File: config.mk
export PLATFORM = sky130hd
export DESIGN_NAME = lt_line_act
export DESIGN_NICKNAME = d
export VERILOG_FILES = /design/src/lt_pkg.sv /design/src/lt_ms_timer.sv /design/src/lt_line_act.sv
export SDC_FILE = /design/constraint.sdc
export NUM_CORES = 1
export LEC_CHECK = 0
export ABC_AREA = 1
export BUFFER_PORTS_ARGS = -buffer_cell sky130_fd_sc_hd__buf_2
export CORE_UTILIZATION = 60
export CTS_CLUSTER_DIAMETER = 40
export CTS_CLUSTER_SIZE = 10
export DETAILED_ROUTE_END_ITERATION = 16
export PLACE_DENSITY_LB_ADDON = 0.2
export SLEW_MARGIN = 20
export SYNTH_ARGS = -nofsm -noshare
export SYNTH_HDL_FRONTEND = slang
export SYNTH_SLANG_ARGS = --single-unit
File: constraint.sdc
create_clock -name clk -period 9.6 [get_ports clk]
set_input_delay 0.96 -clock clk [delete_from_list [all_inputs] [get_ports clk]]
set_output_delay 0.96 -clock clk [all_outputs]
set_load 0.005 [all_outputs]
File: src/lt_pkg.sv
// package: types and constants of the line-termination activation machine
// Contract
// - Deactivated: send SIG 0; leave only on FE 1, FE 9 or SIG 1W.
// - SIG 1W when deactivated: start Tl1, issue FE 2, go 1.2, send SIG 2W.
// - In 1.2 new SIG 1W restarts Tl1; Tl1 expiry goes 1.4 sending SIG 2.
// - FE 1 when deactivated: go 1.3 sending SIG 2W; SIG 1W then goes 1.4.
// - In 1.4 send SIG 2; synchronized with SIG 1 issues FE 3, goes 1.5.
// - 1.5 sends SIG 2; SIG 3 in 1.4 or 1.5 starts Tl2, goes 1.6.
// - In 1.6 send SIG 4H until Tl2 expires, then go fully active.
// - In 1.7 send SIG 4, issue FE 4; channels carry traffic.
// - FE 5 outside 1.1 and 1.8 goes 1.8 and sends SIG 0.
// - In 1.8 received SIG 0 issues FE 6 and returns to 1.1.
// - FE 9 starts Tl4, goes 2.1 sending SIG 2W; Tl4 expiry goes 2.2 sending SIG 2.
// - In 2.2 loopback 1 operated; loop sync starts Tl2, goes 2.3.
// - In 2.3 send SIG 4H until Tl2 expires, then issue FE 4, go 2.4.
// - In 2.4 fully active with loopback 1, sending SIG 4.
// - Loopback 2 and 1A requests only relayed; state machine untouched.
// - Activation after deactivation completes within 210 ms, 420 ms with regenerator.
// - Activation after first powering completes within 1,5 s, 3 s with regenerator.
package lt_pkg;

    // ==========================================================
    // timing
    localparam int CLK_PERIOD_NS = 4;
    localparam int MS_NS = 1000000;
    localparam int TICK_CYCLES = MS_NS / CLK_PERIOD_NS;
    localparam int TMR_W = 12;
    localparam logic [11:0] TL1_MS = 12'h006;
    localparam logic [11:0] TL2_MS = 12'h006;
    localparam logic [11:0] TL4_MS = 12'h006;
    localparam logic [11:0] ACT_MS = 12'h0D2;
    localparam logic [11:0] ACT_REG_MS = 12'h1A4;
    localparam logic [11:0] ACT_PWR_MS = 12'h5DC;
    localparam logic [11:0] ACT_PWR_REG_MS = 12'hBB8;

    // ==========================================================
    // states, one-hot
    typedef enum logic [11:0] {
        LT_ST11 = 12'h001,
        LT_ST12 = 12'h002,
        LT_ST13 = 12'h004,
        LT_ST14 = 12'h008,
        LT_ST15 = 12'h010,
        LT_ST16 = 12'h020,
        LT_ST17 = 12'h040,
        LT_ST18 = 12'h080,
        LT_ST21 = 12'h100,
        LT_ST22 = 12'h200,
        LT_ST23 = 12'h400,
        LT_ST24 = 12'h800
    } lt_state_t;

    // ==========================================================
    // line transmit signals
    typedef enum logic [2:0] {
        LT_TX_SIG0 = 3'h0,
        LT_TX_SIG2W = 3'h1,
        LT_TX_SIG2 = 3'h2,
        LT_TX_SIG4H = 3'h3,
        LT_TX_SIG4 = 3'h4
    } lt_tx_t;

    // ==========================================================
    // carriers
    typedef struct packed {
        logic fe1;
        logic fe5;
        logic fe9;
    } lt_fe_req_t;

    typedef struct packed {
        logic sig0;
        logic sig1w;
        logic sig1;
        logic sig3;
        logic sync;
        logic frame_lost;
        logic loop_sync;
    } lt_rx_ev_t;

    typedef struct packed {
        logic fe2;
        logic fe3;
        logic fe4;
        logic fe6;
        logic fe7;
    } lt_fe_ind_t;

endpackage : lt_pkg

File: src/lt_ms_timer.sv
// file: millisecond down-counter timer driven by a tick enable
`timescale 1ns/1ns
`default_nettype none
module lt_ms_timer
    import lt_pkg::*;
(
    input wire logic clk,
    input wire logic reset,
    input wire logic tick,
    input wire logic start,
    input wire logic stop,
    input wire logic [TMR_W-1:0] load,
    output logic running,
    output logic expired
);
    logic [TMR_W-1:0] cnt_ff;
    logic run_ff;
    logic exp_ff;

    // ==========================================================
    // count down one per tick; restart on start
    always_ff @(posedge clk or posedge reset) begin
        if (reset) begin
            cnt_ff <= '0;
            run_ff <= 1'b0;
            exp_ff <= 1'b0;
        end else begin
            exp_ff <= 1'b0;
            if (start) begin
                cnt_ff <= (load == '0) ? TMR_W'(1) : load;
                run_ff <= 1'b1;
            end else if (stop) begin
                run_ff <= 1'b0;
            end else if (run_ff && tick) begin
                if (cnt_ff <= TMR_W'(1)) begin
                    run_ff <= 1'b0;
                    exp_ff <= 1'b1;
                end
                cnt_ff <= cnt_ff - TMR_W'(1);
            end
        end
    end

    assign running = run_ff;
    assign expired = exp_ff;

endmodule : lt_ms_timer
`default_nettype wire

File: src/lt_line_act.sv
// file: line-termination activation and deactivation state machine
`timescale 1ns/1ns
`default_nettype none
module lt_line_act
    import lt_pkg::*;
#(
    parameter int TICK_LEN = TICK_CYCLES
)
(
    input wire logic clk,
    input wire logic reset,
    input wire lt_fe_req_t fe_req,
    input wire lt_rx_ev_t rx_ev,
    input wire logic regen_present,
    input wire logic lb2_req,
    input wire logic lb1a_req,
    output lt_fe_ind_t fe_ind,
    output lt_tx_t tx_sig,
    output lt_state_t state,
    output logic lb1_operated,
    output logic chan_active,
    output logic act_timeout,
    output logic lb2_relay,
    output logic lb1a_relay
);

    // ==========================================================
    // helpers
    function automatic lt_tx_t tx_of(input lt_state_t s);
        case (s)
            LT_ST12, LT_ST13, LT_ST21: tx_of = LT_TX_SIG2W;
            LT_ST14, LT_ST15, LT_ST22: tx_of = LT_TX_SIG2;
            LT_ST16, LT_ST23: tx_of = LT_TX_SIG4H;
            LT_ST17, LT_ST24: tx_of = LT_TX_SIG4;
            default: tx_of = LT_TX_SIG0;
        endcase
    endfunction : tx_of

    function automatic logic is_lb1(input lt_state_t s);
        is_lb1 = (s == LT_ST22) || (s == LT_ST23) || (s == LT_ST24);
    endfunction : is_lb1

    function automatic logic is_up(input lt_state_t s);
        is_up = (s == LT_ST17) || (s == LT_ST24);
    endfunction : is_up

    // ==========================================================
    // millisecond tick divider
    logic [31:0] tick_cnt_ff;
    logic tick_ff;

    always_ff @(posedge clk or posedge reset) begin
        if (reset) begin
            tick_cnt_ff <= '0;
            tick_ff <= 1'b0;
        end else if (tick_cnt_ff >= 32'(TICK_LEN - 1)) begin
            tick_cnt_ff <= '0;
            tick_ff <= 1'b1;
        end else begin
            tick_cnt_ff <= tick_cnt_ff + 32'h00000001;
            tick_ff <= 1'b0;
        end
    end

    // ==========================================================
    // timers
    lt_state_t state_ff;
    lt_state_t nxt_state;
    lt_fe_ind_t nxt_fe;
    logic st_tl1;
    logic st_tl2;
    logic st_tl4;
    logic tl1_exp;
    logic tl2_exp;
    logic tl4_exp;
    logic act_run;
    logic act_exp;
    logic act_start;
    logic act_stop;
    logic first_pwr_ff;
    logic [TMR_W-1:0] act_load;

    lt_ms_timer u_tl1 (
        .clk(clk),
        .reset(reset),
        .tick(tick_ff),
        .start(st_tl1),
        .stop(nxt_state != LT_ST12),
        .load(TL1_MS),
        .running(),
        .expired(tl1_exp)
    );

    lt_ms_timer u_tl2 (
        .clk(clk),
        .reset(reset),
        .tick(tick_ff),
        .start(st_tl2),
        .stop((nxt_state != LT_ST16) && (nxt_state != LT_ST23)),
        .load(TL2_MS),
        .running(),
        .expired(tl2_exp)
    );

    lt_ms_timer u_tl4 (
        .clk(clk),
        .reset(reset),
        .tick(tick_ff),
        .start(st_tl4),
        .stop(nxt_state != LT_ST21),
        .load(TL4_MS),
        .running(),
        .expired(tl4_exp)
    );

    // activation supervision, limit chosen by regenerator and powering
    // limit after first powering or after deactivation
    always_comb begin
        if (first_pwr_ff) begin
            act_load = regen_present ? ACT_PWR_REG_MS : ACT_PWR_MS;
        end else begin
            act_load = regen_present ? ACT_REG_MS : ACT_MS;
        end
    end

    assign act_start = (state_ff == LT_ST11) && (nxt_state != LT_ST11);
    assign act_stop = is_up(nxt_state) || (nxt_state == LT_ST18) || (nxt_state == LT_ST11);

    lt_ms_timer u_act (
        .clk(clk),
        .reset(reset),
        .tick(tick_ff),
        .start(act_start),
        .stop(act_stop),
        .load(act_load),
        .running(act_run),
        .expired(act_exp)
    );

    // ==========================================================
    // transition logic; FE 5 has priority over every other event outside 1.1 and 1.8
    always_comb begin
        nxt_state = state_ff;
        nxt_fe = '0;
        st_tl1 = 1'b0;
        st_tl2 = 1'b0;
        st_tl4 = 1'b0;
        if (fe_req.fe5 && (state_ff != LT_ST11) && (state_ff != LT_ST18)) begin
            nxt_state = LT_ST18;
        end else begin
            case (state_ff)
                // leave idle only on request or wake-up
                LT_ST11: begin
                    if (fe_req.fe9) begin
                        st_tl4 = 1'b1;
                        nxt_state = LT_ST21;
                    end else if (fe_req.fe1) begin
                        nxt_state = LT_ST13;
                    end else if (rx_ev.sig1w) begin
                        st_tl1 = 1'b1;
                        nxt_fe.fe2 = 1'b1;
                        nxt_state = LT_ST12;
                    end
                end
                LT_ST12: begin
                    if (rx_ev.sig1w) begin
                        st_tl1 = 1'b1;
                    end else if (tl1_exp) begin
                        nxt_state = LT_ST14;
                    end
                end
                LT_ST13: begin
                    if (fe_req.fe9) begin
                        nxt_state = LT_ST22;
                    end else if (rx_ev.sig1w) begin
                        nxt_state = LT_ST14;
                    end
                end
                LT_ST14: begin
                    if (fe_req.fe9) begin
                        nxt_state = LT_ST22;
                    end else if (rx_ev.sig3) begin
                        st_tl2 = 1'b1;
                        nxt_state = LT_ST16;
                    end else if (rx_ev.sync && rx_ev.sig1) begin
                        nxt_fe.fe3 = 1'b1;
                        nxt_state = LT_ST15;
                    end
                end
                LT_ST15: begin
                    nxt_fe.fe7 = rx_ev.sig0 || rx_ev.frame_lost;
                    if (fe_req.fe9) begin
                        nxt_state = LT_ST22;
                    end else if (rx_ev.sig3) begin
                        st_tl2 = 1'b1;
                        nxt_state = LT_ST16;
                    end
                end
                LT_ST16: begin
                    nxt_fe.fe7 = rx_ev.sig0 || rx_ev.frame_lost;
                    if (tl2_exp) begin
                        nxt_fe.fe4 = 1'b1;
                        nxt_state = LT_ST17;
                    end
                end
                LT_ST17: begin
                    nxt_fe.fe7 = rx_ev.sig0 || rx_ev.frame_lost;
                end
                LT_ST18: begin
                    if (fe_req.fe9) begin
                        st_tl4 = 1'b1;
                        nxt_state = LT_ST21;
                    end else if (rx_ev.sig0) begin
                        nxt_fe.fe6 = 1'b1;
                        nxt_state = LT_ST11;
                    end
                end
                LT_ST21: begin
                    if (tl4_exp) begin
                        nxt_state = LT_ST22;
                    end
                end
                LT_ST22: begin
                    if (rx_ev.loop_sync) begin
                        st_tl2 = 1'b1;
                        nxt_state = LT_ST23;
                    end
                end
                LT_ST23: begin
                    if (tl2_exp) begin
                        nxt_fe.fe4 = 1'b1;
                        nxt_state = LT_ST24;
                    end
                end
                LT_ST24: nxt_state = LT_ST24;
                // illegal code, back to idle
                default: nxt_state = LT_ST11;
            endcase
        end
    end

    // ==========================================================
    // state and indications
    always_ff @(posedge clk or posedge reset) begin
        if (reset) begin
            state_ff <= LT_ST11;
        end else begin
            state_ff <= nxt_state;
        end
    end

    lt_fe_ind_t fe_ff;
    always_ff @(posedge clk or posedge reset) begin
        if (reset) begin
            fe_ff <= '0;
        end else begin
            fe_ff <= nxt_fe;
        end
    end

    lt_tx_t tx_ff;
    logic lb1_ff;
    logic up_ff;
    always_ff @(posedge clk or posedge reset) begin
        if (reset) begin
            tx_ff <= LT_TX_SIG0;
            lb1_ff <= 1'b0;
            up_ff <= 1'b0;
        end else begin
            tx_ff <= tx_of(nxt_state);
            lb1_ff <= is_lb1(nxt_state);
            up_ff <= is_up(nxt_state);
        end
    end

    // overrun flag, held until the next activation starts
    // first powering long limit used until the first full activation
    logic tout_ff;
    always_ff @(posedge clk or posedge reset) begin
        if (reset) begin
            tout_ff <= 1'b0;
            first_pwr_ff <= 1'b1;
        end else begin
            if (act_exp) begin
                tout_ff <= 1'b1;
            end else if (act_start) begin
                tout_ff <= 1'b0;
            end
            if (is_up(nxt_state)) begin
                first_pwr_ff <= 1'b0;
            end
        end
    end

    // loopback 2 and 1A relayed only
    logic lb2_ff;
    logic lb1a_ff;
    always_ff @(posedge clk or posedge reset) begin
        if (reset) begin
            lb2_ff <= 1'b0;
            lb1a_ff <= 1'b0;
        end else begin
            lb2_ff <= lb2_req;
            lb1a_ff <= lb1a_req;
        end
    end

    assign state = state_ff;
    assign fe_ind = fe_ff;
    assign tx_sig = tx_ff;
    assign lb1_operated = lb1_ff;
    assign chan_active = up_ff;
    assign act_timeout = tout_ff;
    assign lb2_relay = lb2_ff;
    assign lb1a_relay = lb1a_ff;
endmodule : lt_line_act
`default_nettype wire

==> flow_metrics.py, run 1 <==
metrics = {
    "status": {
        "outcome": "completed",
    },
    "global_routing": {
        "antenna_found_initial": 1,
        "track_usage_pct": 27.83,
        "overflow": 0,
        "grt_max_degree": 69,
        "grt_pass1_wl_um": 24090,
        "grt_pass1_vias": 5354,
    },
    "power": {
        "netSwitchingPower_uw": 718.1,
        "seqPwrFrac_pct": 33.2,
        "p_int_mw": 1.147,
        "pwr-share-comb_pct": 34.0,
        "p_clk_share_pct": 32.8,
        "p_total_mw": 1.865,
        "leakagePower_nw": 3.838,
        "peakVddDrop_mv": 0.1525,
        "switching_share_pct": 38.51,
        "power_per_cell_area_mw_per_mm2": 256.0,
    },
    "worst_setup_path": {
        "max_stage_delay_ns": 0.58,
        "path_max_fanout": 21,
        "worst-setup-path-type": "reg2reg",
        "startpoint_type": "register",
        "cp_data_arrival_time_ns": 3.23,
        "cp_common_cell": "nand2_1",
        "worstPathCellList": "nor2_1 > nand2_2 > nor2_8 > nand2_1 > nand2_1 > nor2_1 > nand2_2 > nand2_1 > nand2_2 > nand2_1 > nand2_2 > nand2_1 > nand2_1",
        "critPathCaptureType": "register",
        "critPathSlowestCell": "dfstp_2",
        "cp.required_ns": 10.01,
    },
    "cells_and_area": {
        "area.sequential_mm2": 0.002880,
        "final_nets": 890,
        "drive_gt1_share_pct": 12.47,
        "instances_no_fill": 1011,
        "design_area_mm2": 0.007286,
        "final_core_util_pct": 70.57,
        "area_growth_pct": 14.18,
        "multi_input_area_mm2": 0.003073,
        "fillers": 817,
    },
    "detailed_routing": {
        "via_count": 5513,
        "wl_per_cell_um": 13.89,
        "ant_nets": 0,
        "first_iter_violations": 450,
        "drt_wl_total_um": 14040,
        "firstDrtPassIters": 5,
        "via_per_inst": 5.453,
        "drc": 0,
    },
    "synthesis": {
        "synth_seq_area_share_pct": 45.14,
        "ys_ff_latch": 115,
        "synthCells": 805,
        "synth_top_cell_by_area": "dfrtp_1",
        "async_flop_share_pct": 100.0,
        "synth_edf_count": 0,
        "synth_top_area_share_pct": 44.31,
        "netlist_area_mm2": 0.006381,
        "synth-main-ff-cell": "dfrtp_1",
        "avgSynthCellArea_um2": 7.927,
        "synth_area_leaders": "dfrtp_1 (44%), nand2_1 (12%), inv_1 (5.5%)",
        "yosys_warnings": 0,
        "synth_cell_type_count": 47,
    },
    "clock_tree": {
        "cts_buffer_depth": 2,
        "clock_latency_ns": 0.54,
        "numCtsBuffers": 17,
        "cts_hold_buf": 0,
        "cts_tree": "built",
        "clock-sinks": 115,
        "clockRootBuffer": "clkbuf_8",
        "htreeDepth": 4,
        "cts_resized": 0,
        "cts.reportedPaths.clkPinSlew_ns": 0.05,
        "post-cts-setup-buffers": 0,
    },
    "sta": {
        "setup_viol": 0,
        "timing.final.ws_setup_ns": 6.776,
        "fmax_mhz": 354.1,
        "holdWs_ns": 0.4507,
        "period_share_pct": 29.42,
        "worst_slew_pin_slew_ns": 0.8244,
        "finClkSkew_ns": 0.01466,
        "hold_viol_final": 0,
        "rsz0062_at_grt": "false",
        "slew_violations": 0,
        "fin_crit_ns": 2.824,
        "maxSlewHeadroom_pct": 45.04,
        "timing.setup.tns_ns": 0,
    },
    "job": {
        "max-cap-violations": 0,
    },
    "hold_path": {
        "min_path_type": "reg2reg",
    },
    "die": {
        "core_mm2": 0.01032,
        "num_rows": 37,
        "die_w_um": 105.1,
        "start_util_pct": 61.81,
        "die-area_mm2": 0.01105,
        "die_height_um": 105.1,
        "num_io_pins": 40,
    },
    "placed_design": {
        "placedCellCount": 978,
        "place_ws_ns": 6.553,
        "io_buffers": 39,
        "dpl_cell_area_mm2": 0.006696,
        "place.gp.congestion": 0.9427,
        "hpwl_um": 9880,
    },
}
==> logic make-up (layout without fill, tap and decap cells) <==
group | after synthesis | count (layout) | share of synthesized area [%]
AOI/OAI and AO/OA | 94 | 94 | 9.137
adders and majority gates | 14 | 14 | 2.745
xor gates and xnor gates | 36 | 36 | 4.941
DFF | 115 | 115 | 45.14
buffers and inverters | 114 | 170 | 7.470
other | 1 | 15 | 0.05877
and+or+nand+nor | 431 | 431 | 30.51
==> flip-flops by register name, summed over array words and instances, names as in the netlist, 3 cells and up <==
| signal | count |
|---|---|
| fe_ind | 5 |
| state | 12 |
| tick_cnt_ff | 32 |
| tx_sig | 3 |
| u_act.cnt_ff | 12 |
| u_tl1.cnt_ff | 12 |
| u_tl2.cnt_ff | 12 |
| u_tl4.cnt_ff | 12 |
==> placed cells by master, fill, tap and decap left out, types with 12 or more instances in the layout <==
| cell | count |
|---|---|
| nor4_1 | 12 |
| clkbuf_16 | 16 |
| dfrtp_1 | 113 |
| xor2_1 | 23 |
| nand3_1 | 68 |
| inv_1 | 93 |
| nand2_1 | 203 |
| nor3_1 | 30 |
| ha_1 | 14 |
| conb_1 | 14 |
| xnor2_1 | 13 |
| buf_2 | 39 |
| a21oi_1 | 13 |
| o21ai_0 | 46 |
| nor2_1 | 80 |
==> synthesized netlist by cell type (3+ instances only) <==
library cell  instances
nand2_1             203
dfrtp_1             113
inv_1                94
nor2_1               80
nand3_1              68
o21ai_0              46
nor3_1               30
xor2_1               23
ha_1                 14
a21oi_1              13
xnor2_1              13
nor4_1               12
nand4_1               9
nand2_2               7
clkbuf_1              6
nor3b_1               6
o21ai_1               6
buf_6                 5
o21ai_2               5
nand2_4               4
nor2_2                4
o31ai_1               4
buf_2                 3
nor2_4                3
o2111ai_1             3
==> layout make-up <==
cell class	count	share of cell area, %
timing repair buffer	40	2.782
antenna	1	0.03435
sequential	115	39.53
inverter	98	5.083
multi-input combinational	589	42.18
clock inverter	12	1.803
tap	136	2.336
clock buffer	20	6.251
==> path summary, 6_finish.rpt <==
kind	depth (start not counted)	start	endpoint	slack, ns
min	1	u_act.expired$_DFF_PP0_	act_timeout$_DFFE_PP0P_	0.45
max in group asynchronous	3	reset	u_tl1.cnt_ff[9]$_DFFE_PP0P_	7.85
max reg2reg	13	state[0]$_DFF_PP1_	u_act.cnt_ff[10]$_DFFE_PP0P_	6.78
min in group asynchronous	2	reset	tick_cnt_ff[21]$_DFF_PP0_	0.50
max	13	state[0]$_DFF_PP1_	u_act.cnt_ff[10]$_DFFE_PP0P_	6.78
min reg2reg	1	u_act.expired$_DFF_PP0_	act_timeout$_DFFE_PP0P_	0.45
==> per-layer routing <==
| metal | up-vias | GRT usage, % | part of all wire (%) |
|---|---|---|---|
| li1 | 2717 | - | - |
| met1 | 2629 | 34.42 | 44 |
| met2 | 145 | 46.22 | 50 |
| met3 | 22 | 6.987 | 4.7 |
| met4 | 0 | 12.07 | 1.5 |
| met5 | - | 0 | 0 |
==> worst max-delay path: cells and delay by family, from the launching register on <==
family | cells | cell delay, ns
flops | 1 | 0.58
simple gates | 13 | 2.10
==> power by group through the flow <==
stage          registers, mW  logic, mW  clock network (mW)
2_1_floorplan          0.613      0.517                   0
3_3_place_gp           0.623      0.603                   0
3_5_place_dp           0.626      0.623                   0
4_1_cts                0.619      0.629               0.623
5_1_grt                0.629      0.721               0.644
6_report               0.620      0.633               0.612
Power figures use the tool's default switching activity.
==> inputs of run 2 (changes only) <==
- CORE_UTILIZATION: 60 -> 55
- clock period: 9.6 -> 2.3 ns (I/O delays scaled with it)
==> run 2 against run 1 <==
  * Count of clock-buffer cells in the layout unchanged
  * Final cell count up 2.8%
  * Sequential share of layout area down 1.5 points
  * Combinational power increased to 4.5 times the previous value
  * Clock skew is 0.0076 ns lower
  * Clock power increased to 4.4 times the previous value
  * Critical path type unchanged
==> flow_metrics.py, run 2 (synthesized netlist as in run 1, its figures left out) <==
metrics = {
    "clock_tree": {
        "clock-sinks": 115,
        "cts_tree": "built",
        "clockRootBuffer": "clkbuf_16",
        "cts.reportedPaths.clkPinSlew_ns": 0.05,
        "clock_latency_ns": 0.41,
        "cts_buffer_depth": 2,
        "numCtsBuffers": 17,
        "htreeDepth": 4,
    },
    "worst_setup_path": {
        "r2r-end": "u_act.cnt_ff[9]$_DFFE_PP0P_",
        "path_max_fanout": 10,
        "rrSetupSlack_ns": 0.16,
        "critPathSlowestCell": "dfstp_2",
        "startpoint_type": "register",
        "r2r_start": "state[0]$_DFF_PP1_",
        "rr_worst_depth": 12,
        "endpoint": "u_act.cnt_ff[9]$_DFFE_PP0P_",
        "cp_common_cell": "nand2_1",
        "max_stage_delay_ns": 0.57,
        "setup.worst_path.start": "state[0]$_DFF_PP1_",
        "worstPathCellList": "nor2_1 > nand2_2 > nor2_8 > nand2_4 > nand3_4 > nand2_1 > nand2_1 > nor2_2 > nand3_2 > buf_4 > nand3_1 > nand2_1",
        "cp.required_ns": 2.60,
        "critPathCaptureType": "register",
        "worst-setup-path-type": "reg2reg",
        "cp_data_arrival_time_ns": 2.45,
    },
    "sta": {
        "maxSlewHeadroom_pct": 57.94,
        "fin_crit_ns": 2.143,
        "period_share_pct": 93.17,
        "fmax_mhz": 466.7,
        "hold_viol_final": 0,
        "worst_slew_pin_slew_ns": 0.6294,
        "slew_violations": 0,
        "holdWs_ns": 0.08145,
        "finClkSkew_ns": 0.007069,
        "setup_viol": 0,
    },
    "cells_and_area": {
        "instances_no_fill": 1039,
        "diodes": 0,
        "largest_reg_flops": 32,
        "final_nets": 915,
        "area_growth_pct": 18.63,
        "mostFrequentLayoutCell": "nand2_1",
        "drive_gt1_share_pct": 14.68,
        "final_cell_mix": "nand2_1 (202), dfrtp_1 (112), inv_1 (93)",
        "largest_register": "tick_cnt_ff",
    },
    "placed_design": {
        "hpwl_um": 10310,
        "placedCellCount": 999,
        "place.gp.congestion": 0.9320,
        "io_buffers": 39,
    },
    "global_routing": {
        "track_usage_pct": 26.70,
        "antenna_found_initial": 0,
        "grt_max_degree": 73,
        "overflow": 0,
        "grt_pass1_vias": 5451,
        "grt_pass1_wl_um": 24430,
    },
    "detailed_routing": {
        "wl_per_cell_um": 14.10,
        "wl_met1_um": 6317,
        "drc": 0,
        "route.met2.wl_um": 7260,
        "via_count": 5629,
        "firstDrtPassIters": 5,
        "ant_nets": 0,
        "met3_length_um": 732,
        "top_layer_used": "met4",
        "drt_wl_total_um": 14650,
        "via_per_inst": 5.418,
        "first_iter_violations": 417,
    },
    "status": {
        "outcome": "completed",
    },
    "die": {
        "num_rows": 38,
        "die_w_um": 109.7,
        "core_mm2": 0.01108,
        "die_height_um": 109.7,
        "start_util_pct": 57.60,
        "die-area_mm2": 0.01204,
        "num_io_pins": 40,
    },
    "power": {
        "leakagePower_nw": 3.970,
        "power_per_cell_area_mw_per_mm2": 1077,
        "peakVddDrop_mv": 1.277,
    },
    "hold_path": {
        "min_path_type": "in2reg",
    },
    "job": {
        "max-cap-violations": 0,
    },
}
[run 2: changes by cell type in the layout (fill, tap and decap cells not counted), moves of 3 or more]
cell / delta
buf_12: +3
clkinv_4: -3
clkbuf_8: -3
dlygate4sd3_1: +3
buf_4: +19
[run 2: final cells by class]
| cell class | count | area, µm² |
|---|---|---|
| Fill cell | 899 | 3508 |
| Multi-Input combinational cell | 589 | 3104 |
| Sequential cell | 115 | 2882 |
| Clock buffer | 20 | 446.7 |
| Timing Repair Buffer | 65 | 435.4 |
| Inverter | 98 | 371.6 |
| Tap cell | 140 | 175.2 |
| Clock inverter | 12 | 155.1 |
[run 2: what timing repair did]
item	CTS	global route
hold endpoints to repair	115	0
setup buffers	0	5
setup endpoints to repair	1	24
gates cloned	0	0
resized for setup	1	6
pin swaps	0	0
hold buffers	3	0
[run 2: how the worst min path moves through the flow]
stage                            to  cells after the start      from  slack (ns)
2_1_floorplan  lb1a_relay$_DFF_PP0_                      0  lb1a_req        0.26
5_1_grt          state[7]$_DFF_PP0_                      2  rx_ev[6]        0.08
3_3_place_gp   lb1a_relay$_DFF_PP0_                      1  lb1a_req        0.34
6_report         state[7]$_DFF_PP0_                      2  rx_ev[6]        0.08
3_5_place_dp    lb2_relay$_DFF_PP0_                      1   lb2_req        0.34
4_1_cts          state[7]$_DFF_PP0_                      2  rx_ev[6]        0.07
[run 2: power breakdown]
| group | internal, mW | switching, mW | total [mW] | leakage, nW |
|---|---|---|---|---|
| sequential | 2.32 | 0.280 | 2.60 | 1.51 |
| combinational | 1.04 | 1.84 | 2.88 | 2.18 |
| clock | 1.73 | 0.948 | 2.68 | 0.279 |
| total | 5.08 | 3.07 | 8.15 | 3.97 |
[run 2: critical path, delay by kind of cell, from the launching register on]
family,cells,cell delay [ns]
and+or+nand+nor,11,1.26
DFF,1,0.57
buffers and inverters,1,0.19
[run 2: metrics by stage]
stage	cell area, µm²	total power, mW	utilization [%]	setup TNS (ns)	setup slack, ns
3_5_place_dp	6868	5.382	61.99	0	0.01376
6_report	7570	8.155	68.33	0	0.1571
4_1_cts	7505	8.102	67.74	0	0.06139
2_1_floorplan	6434	4.715	-	0	0.4084
3_3_place_gp	6868	5.302	61.99	0	0.09898
5_1_grt	7570	8.673	68.33	-0.004143	-0.003506
[run 2: routing by layer]
metal | up-vias | global-route usage (%)
met4 | 0 | 10.00
met3 | 33 | 7.350
met2 | 152 | 45.55
li1 | 2753 | -
met1 | 2691 | 32.22
met5 | - | 0
==> inputs of run 3 (changes only) <==
- ABC_AREA: 1 -> default
- CORE_UTILIZATION: 55 -> 57
- CTS_BUF_LIST: default -> sky130_fd_sc_hd__clkbuf_8
==> run 3 against run 2 <==
  * The flow now finishes with violations (setup timing)
  * Global-route usage is 4.4 points higher
  * Non-clock buffer count is 119 higher
  * Count of clock-buffer cells in the layout is 1 lower
  * Core utilization is 17 points higher
  * Wire length is 25% higher
  * Critical path depth is 1 lower
  * Final cell count is 8.0% lower
  * Critical path type unchanged
==> flow_metrics.py, run 3 <==
metrics = {
    "worst_setup_path": {
        "r2r_start": "state[2]$_DFF_PP0_",
        "worstPathCellList": "nor4_2 > buf_4 > buf_6 > nand4_1 > buf_4 > buf_6 > nor2b_4 > a2111o_1 > buf_6 > or3_1 > a21oi_2",
        "startpoint_type": "register",
        "max_stage_delay_ns": 0.43,
        "cp.required_ns": 2.68,
        "cp_common_cell": "buf_6",
        "setup.worst_path.start": "state[2]$_DFF_PP0_",
        "path_max_fanout": 6,
        "cp_data_arrival_time_ns": 3.16,
        "cp_top_family": "simple AND/OR/NAND/NOR gates",
        "critPathCaptureType": "register",
        "worst-path-buf-inv": 5,
        "critPathSlowestCell": "a2111o_1",
        "worst-setup-path-type": "reg2reg",
    },
    "detailed_routing": {
        "via_per_inst": 6.020,
        "drt_wl_total_um": 18310,
        "wl_per_cell_um": 19.15,
        "via_count": 5755,
        "first_iter_violations": 478,
        "drc": 0,
        "ant_nets": 0,
        "firstDrtPassIters": 5,
    },
    "synthesis": {
        "synth_area_leaders": "dfrtp_1 (47%), xor2_1 (5.2%), nor2_1 (5.0%)",
        "synth_edf_count": 0,
        "yosys_warnings": 0,
        "synth_commonest_cells": "dfrtp_1 (113), nor2_1 (80), nand2_1 (37)",
        "avgSynthCellArea_um2": 9.745,
        "ys_ff_latch": 115,
        "synth_cell_type_count": 67,
        "synth-main-ff-cell": "dfrtp_1",
        "synth_top_area_share_pct": 46.80,
        "yosysMostFrequentCell": "dfrtp_1",
        "async_flop_share_pct": 100.0,
        "netlist_area_mm2": 0.006042,
        "synth_top_cell_by_area": "dfrtp_1",
        "synth_seq_area_share_pct": 47.67,
        "synthCells": 620,
    },
    "power": {
        "leakagePower_nw": 3.995,
        "power_per_cell_area_mw_per_mm2": 932.2,
        "peakVddDrop_mv": 0.6016,
        "p_total_mw": 8.151,
    },
    "sta": {
        "worst_slew_pin_slew_ns": 0.7787,
        "setup_viol": 60,
        "fmax_mhz": 359.4,
        "timing.final.ws_setup_ns": -0.4826,
        "period_share_pct": 121.0,
        "fin_crit_ns": 2.783,
        "holdWs_ns": 0.03899,
        "hold_viol_final": 0,
        "rsz0062_at_grt": "true",
        "timing.setup.tns_ns": -17.46,
        "maxSlewHeadroom_pct": 47.61,
        "finClkSkew_ns": 0.01283,
        "slew_violations": 0,
    },
    "clock_tree": {
        "clock-sinks": 115,
        "cts.reportedPaths.clkPinSlew_ns": 0.08,
        "numCtsBuffers": 17,
        "cts_buffer_depth": 2,
        "clockRootBuffer": "clkbuf_8",
        "htreeDepth": 4,
        "cts_tree": "built",
        "clock_latency_ns": 0.46,
    },
    "cells_and_area": {
        "final_nets": 836,
        "drive_gt1_share_pct": 41.59,
        "diodes": 0,
        "area_growth_pct": 44.71,
        "largest_register": "tick_cnt_ff",
        "mostFrequentLayoutCell": "dfrtp_1",
        "final_cell_mix": "dfrtp_1 (109), buf_4 (104), nor2_1 (77)",
        "largest_reg_flops": 32,
    },
    "die": {
        "core_mm2": 0.01028,
        "start_util_pct": 58.79,
        "num_rows": 37,
        "num_io_pins": 40,
        "die_height_um": 105.0,
        "die-area_mm2": 0.01102,
        "die_w_um": 105.0,
    },
    "status": {
        "violations": "setup timing",
        "outcome": "complete, but fails checks",
    },
    "global_routing": {
        "antenna_found_initial": 0,
        "grt_pass1_vias": 5621,
        "track_usage_pct": 31.11,
        "grt_max_degree": 37,
        "grt_pass1_wl_um": 26570,
        "overflow": 0,
    },
    "hold_path": {
        "min_path_type": "in2reg",
        "min-delay-start": "regen_present",
    },
    "placed_design": {
        "hpwl_um": 10590,
        "io_buffers": 39,
        "place.gp.congestion": 0.9193,
    },
    "job": {
        "max-cap-violations": 0,
    },
}
-- run 3: path summary, 6_finish.rpt --
path / end / slack (ns) / depth (start not counted)
setup / recovery: u_tl4.cnt_ff[5]$_DFFE_PP0P_ / -0.48 / 11
hold / removal: u_act.cnt_ff[6]$_DFFE_PP0P_ / 0.04 / 2
setup reg to reg: u_tl4.cnt_ff[5]$_DFFE_PP0P_ / -0.48 / 11
hold reg to reg: act_timeout$_DFFE_PP0P_ / 0.45 / 1
max in group asynchronous: state[0]$_DFF_PP1_ / 1.11 / 4
min in group asynchronous: u_tl1.cnt_ff[1]$_DFFE_PP0P_ / 0.46 / 3
-- run 3: worst reg2reg max path: stages (launching register included) --
cell	delay, ns
dfrtp_1	0.42
nor4_2	0.38
buf_4	0.22
buf_6	0.14
nand4_1	0.09
buf_4	0.16
buf_6	0.11
nor2b_4	0.13
a2111o_1	0.43
buf_6	0.17
or3_1	0.34
a21oi_2	0.13
-- run 3: cells by family after synthesis --
family / synth area share, %
other cells: 0.06207
compound gates: 10.11
flops: 47.67
fa+ha+maj: 2.899
buf+inv: 3.583
mux: 0.8491
simple gates: 26.86
xor+xnor: 7.973
-- run 3: through the flow --
step	utilization (%)	cell area [µm²]	cells	worst slack (ns)
after floorplan	-	6243	633	-0.3230
after CTS	80.20	8243	945	-0.3869
after detailed placement	71.34	7332	891	-0.4412
after global placement	71.34	7332	891	-0.4168
after global routing	85.07	8743	956	-0.5157
final	85.07	8743	956	-0.4826
-- run 3: cell type report --
| class | count | area, µm² |
|---|---|---|
| repair buffers | 184 | 1471 |
| clock buffers | 19 | 261.5 |
| inverters | 22 | 86.33 |
| flip-flops and latches | 115 | 2885 |
| clock inverters | 13 | 105.1 |
| well taps | 136 | 170.2 |
| fillers | 546 | 1534 |
| multi-input cells | 467 | 3764 |
-- run 3: routing by layer --
metal | GRT usage (%) | up-vias | share of wire [%]
li1 | - | 2555 | -
met1 | 37.71 | 2838 | 39
met2 | 52.18 | 280 | 51
met3 | 7.611 | 82 | 6.4
met4 | 14.89 | 0 | 4.2
met5 | 0 | - | 0
-- run 3: repair_timing --
| item | CTS | global route |
|---|---|---|
| endpoints found under the setup margin | 60 | 65 |
| gates resized for setup | 77 | 84 |
| hold buffers | 4 | 0 |
| pin swaps | 30 | 41 |
| buffers inserted | 19 | 12 |
| cloned | 0 | 1 |
| endpoints found under the hold margin | 31 | 0 |
-- run 3: power by group --
group | total, mW | switching (mW) | internal (mW)
Combinational | 3.99 | 2.16 | 1.82
Clock | 1.75 | 0.934 | 0.815
Sequential | 2.41 | 0.192 | 2.22
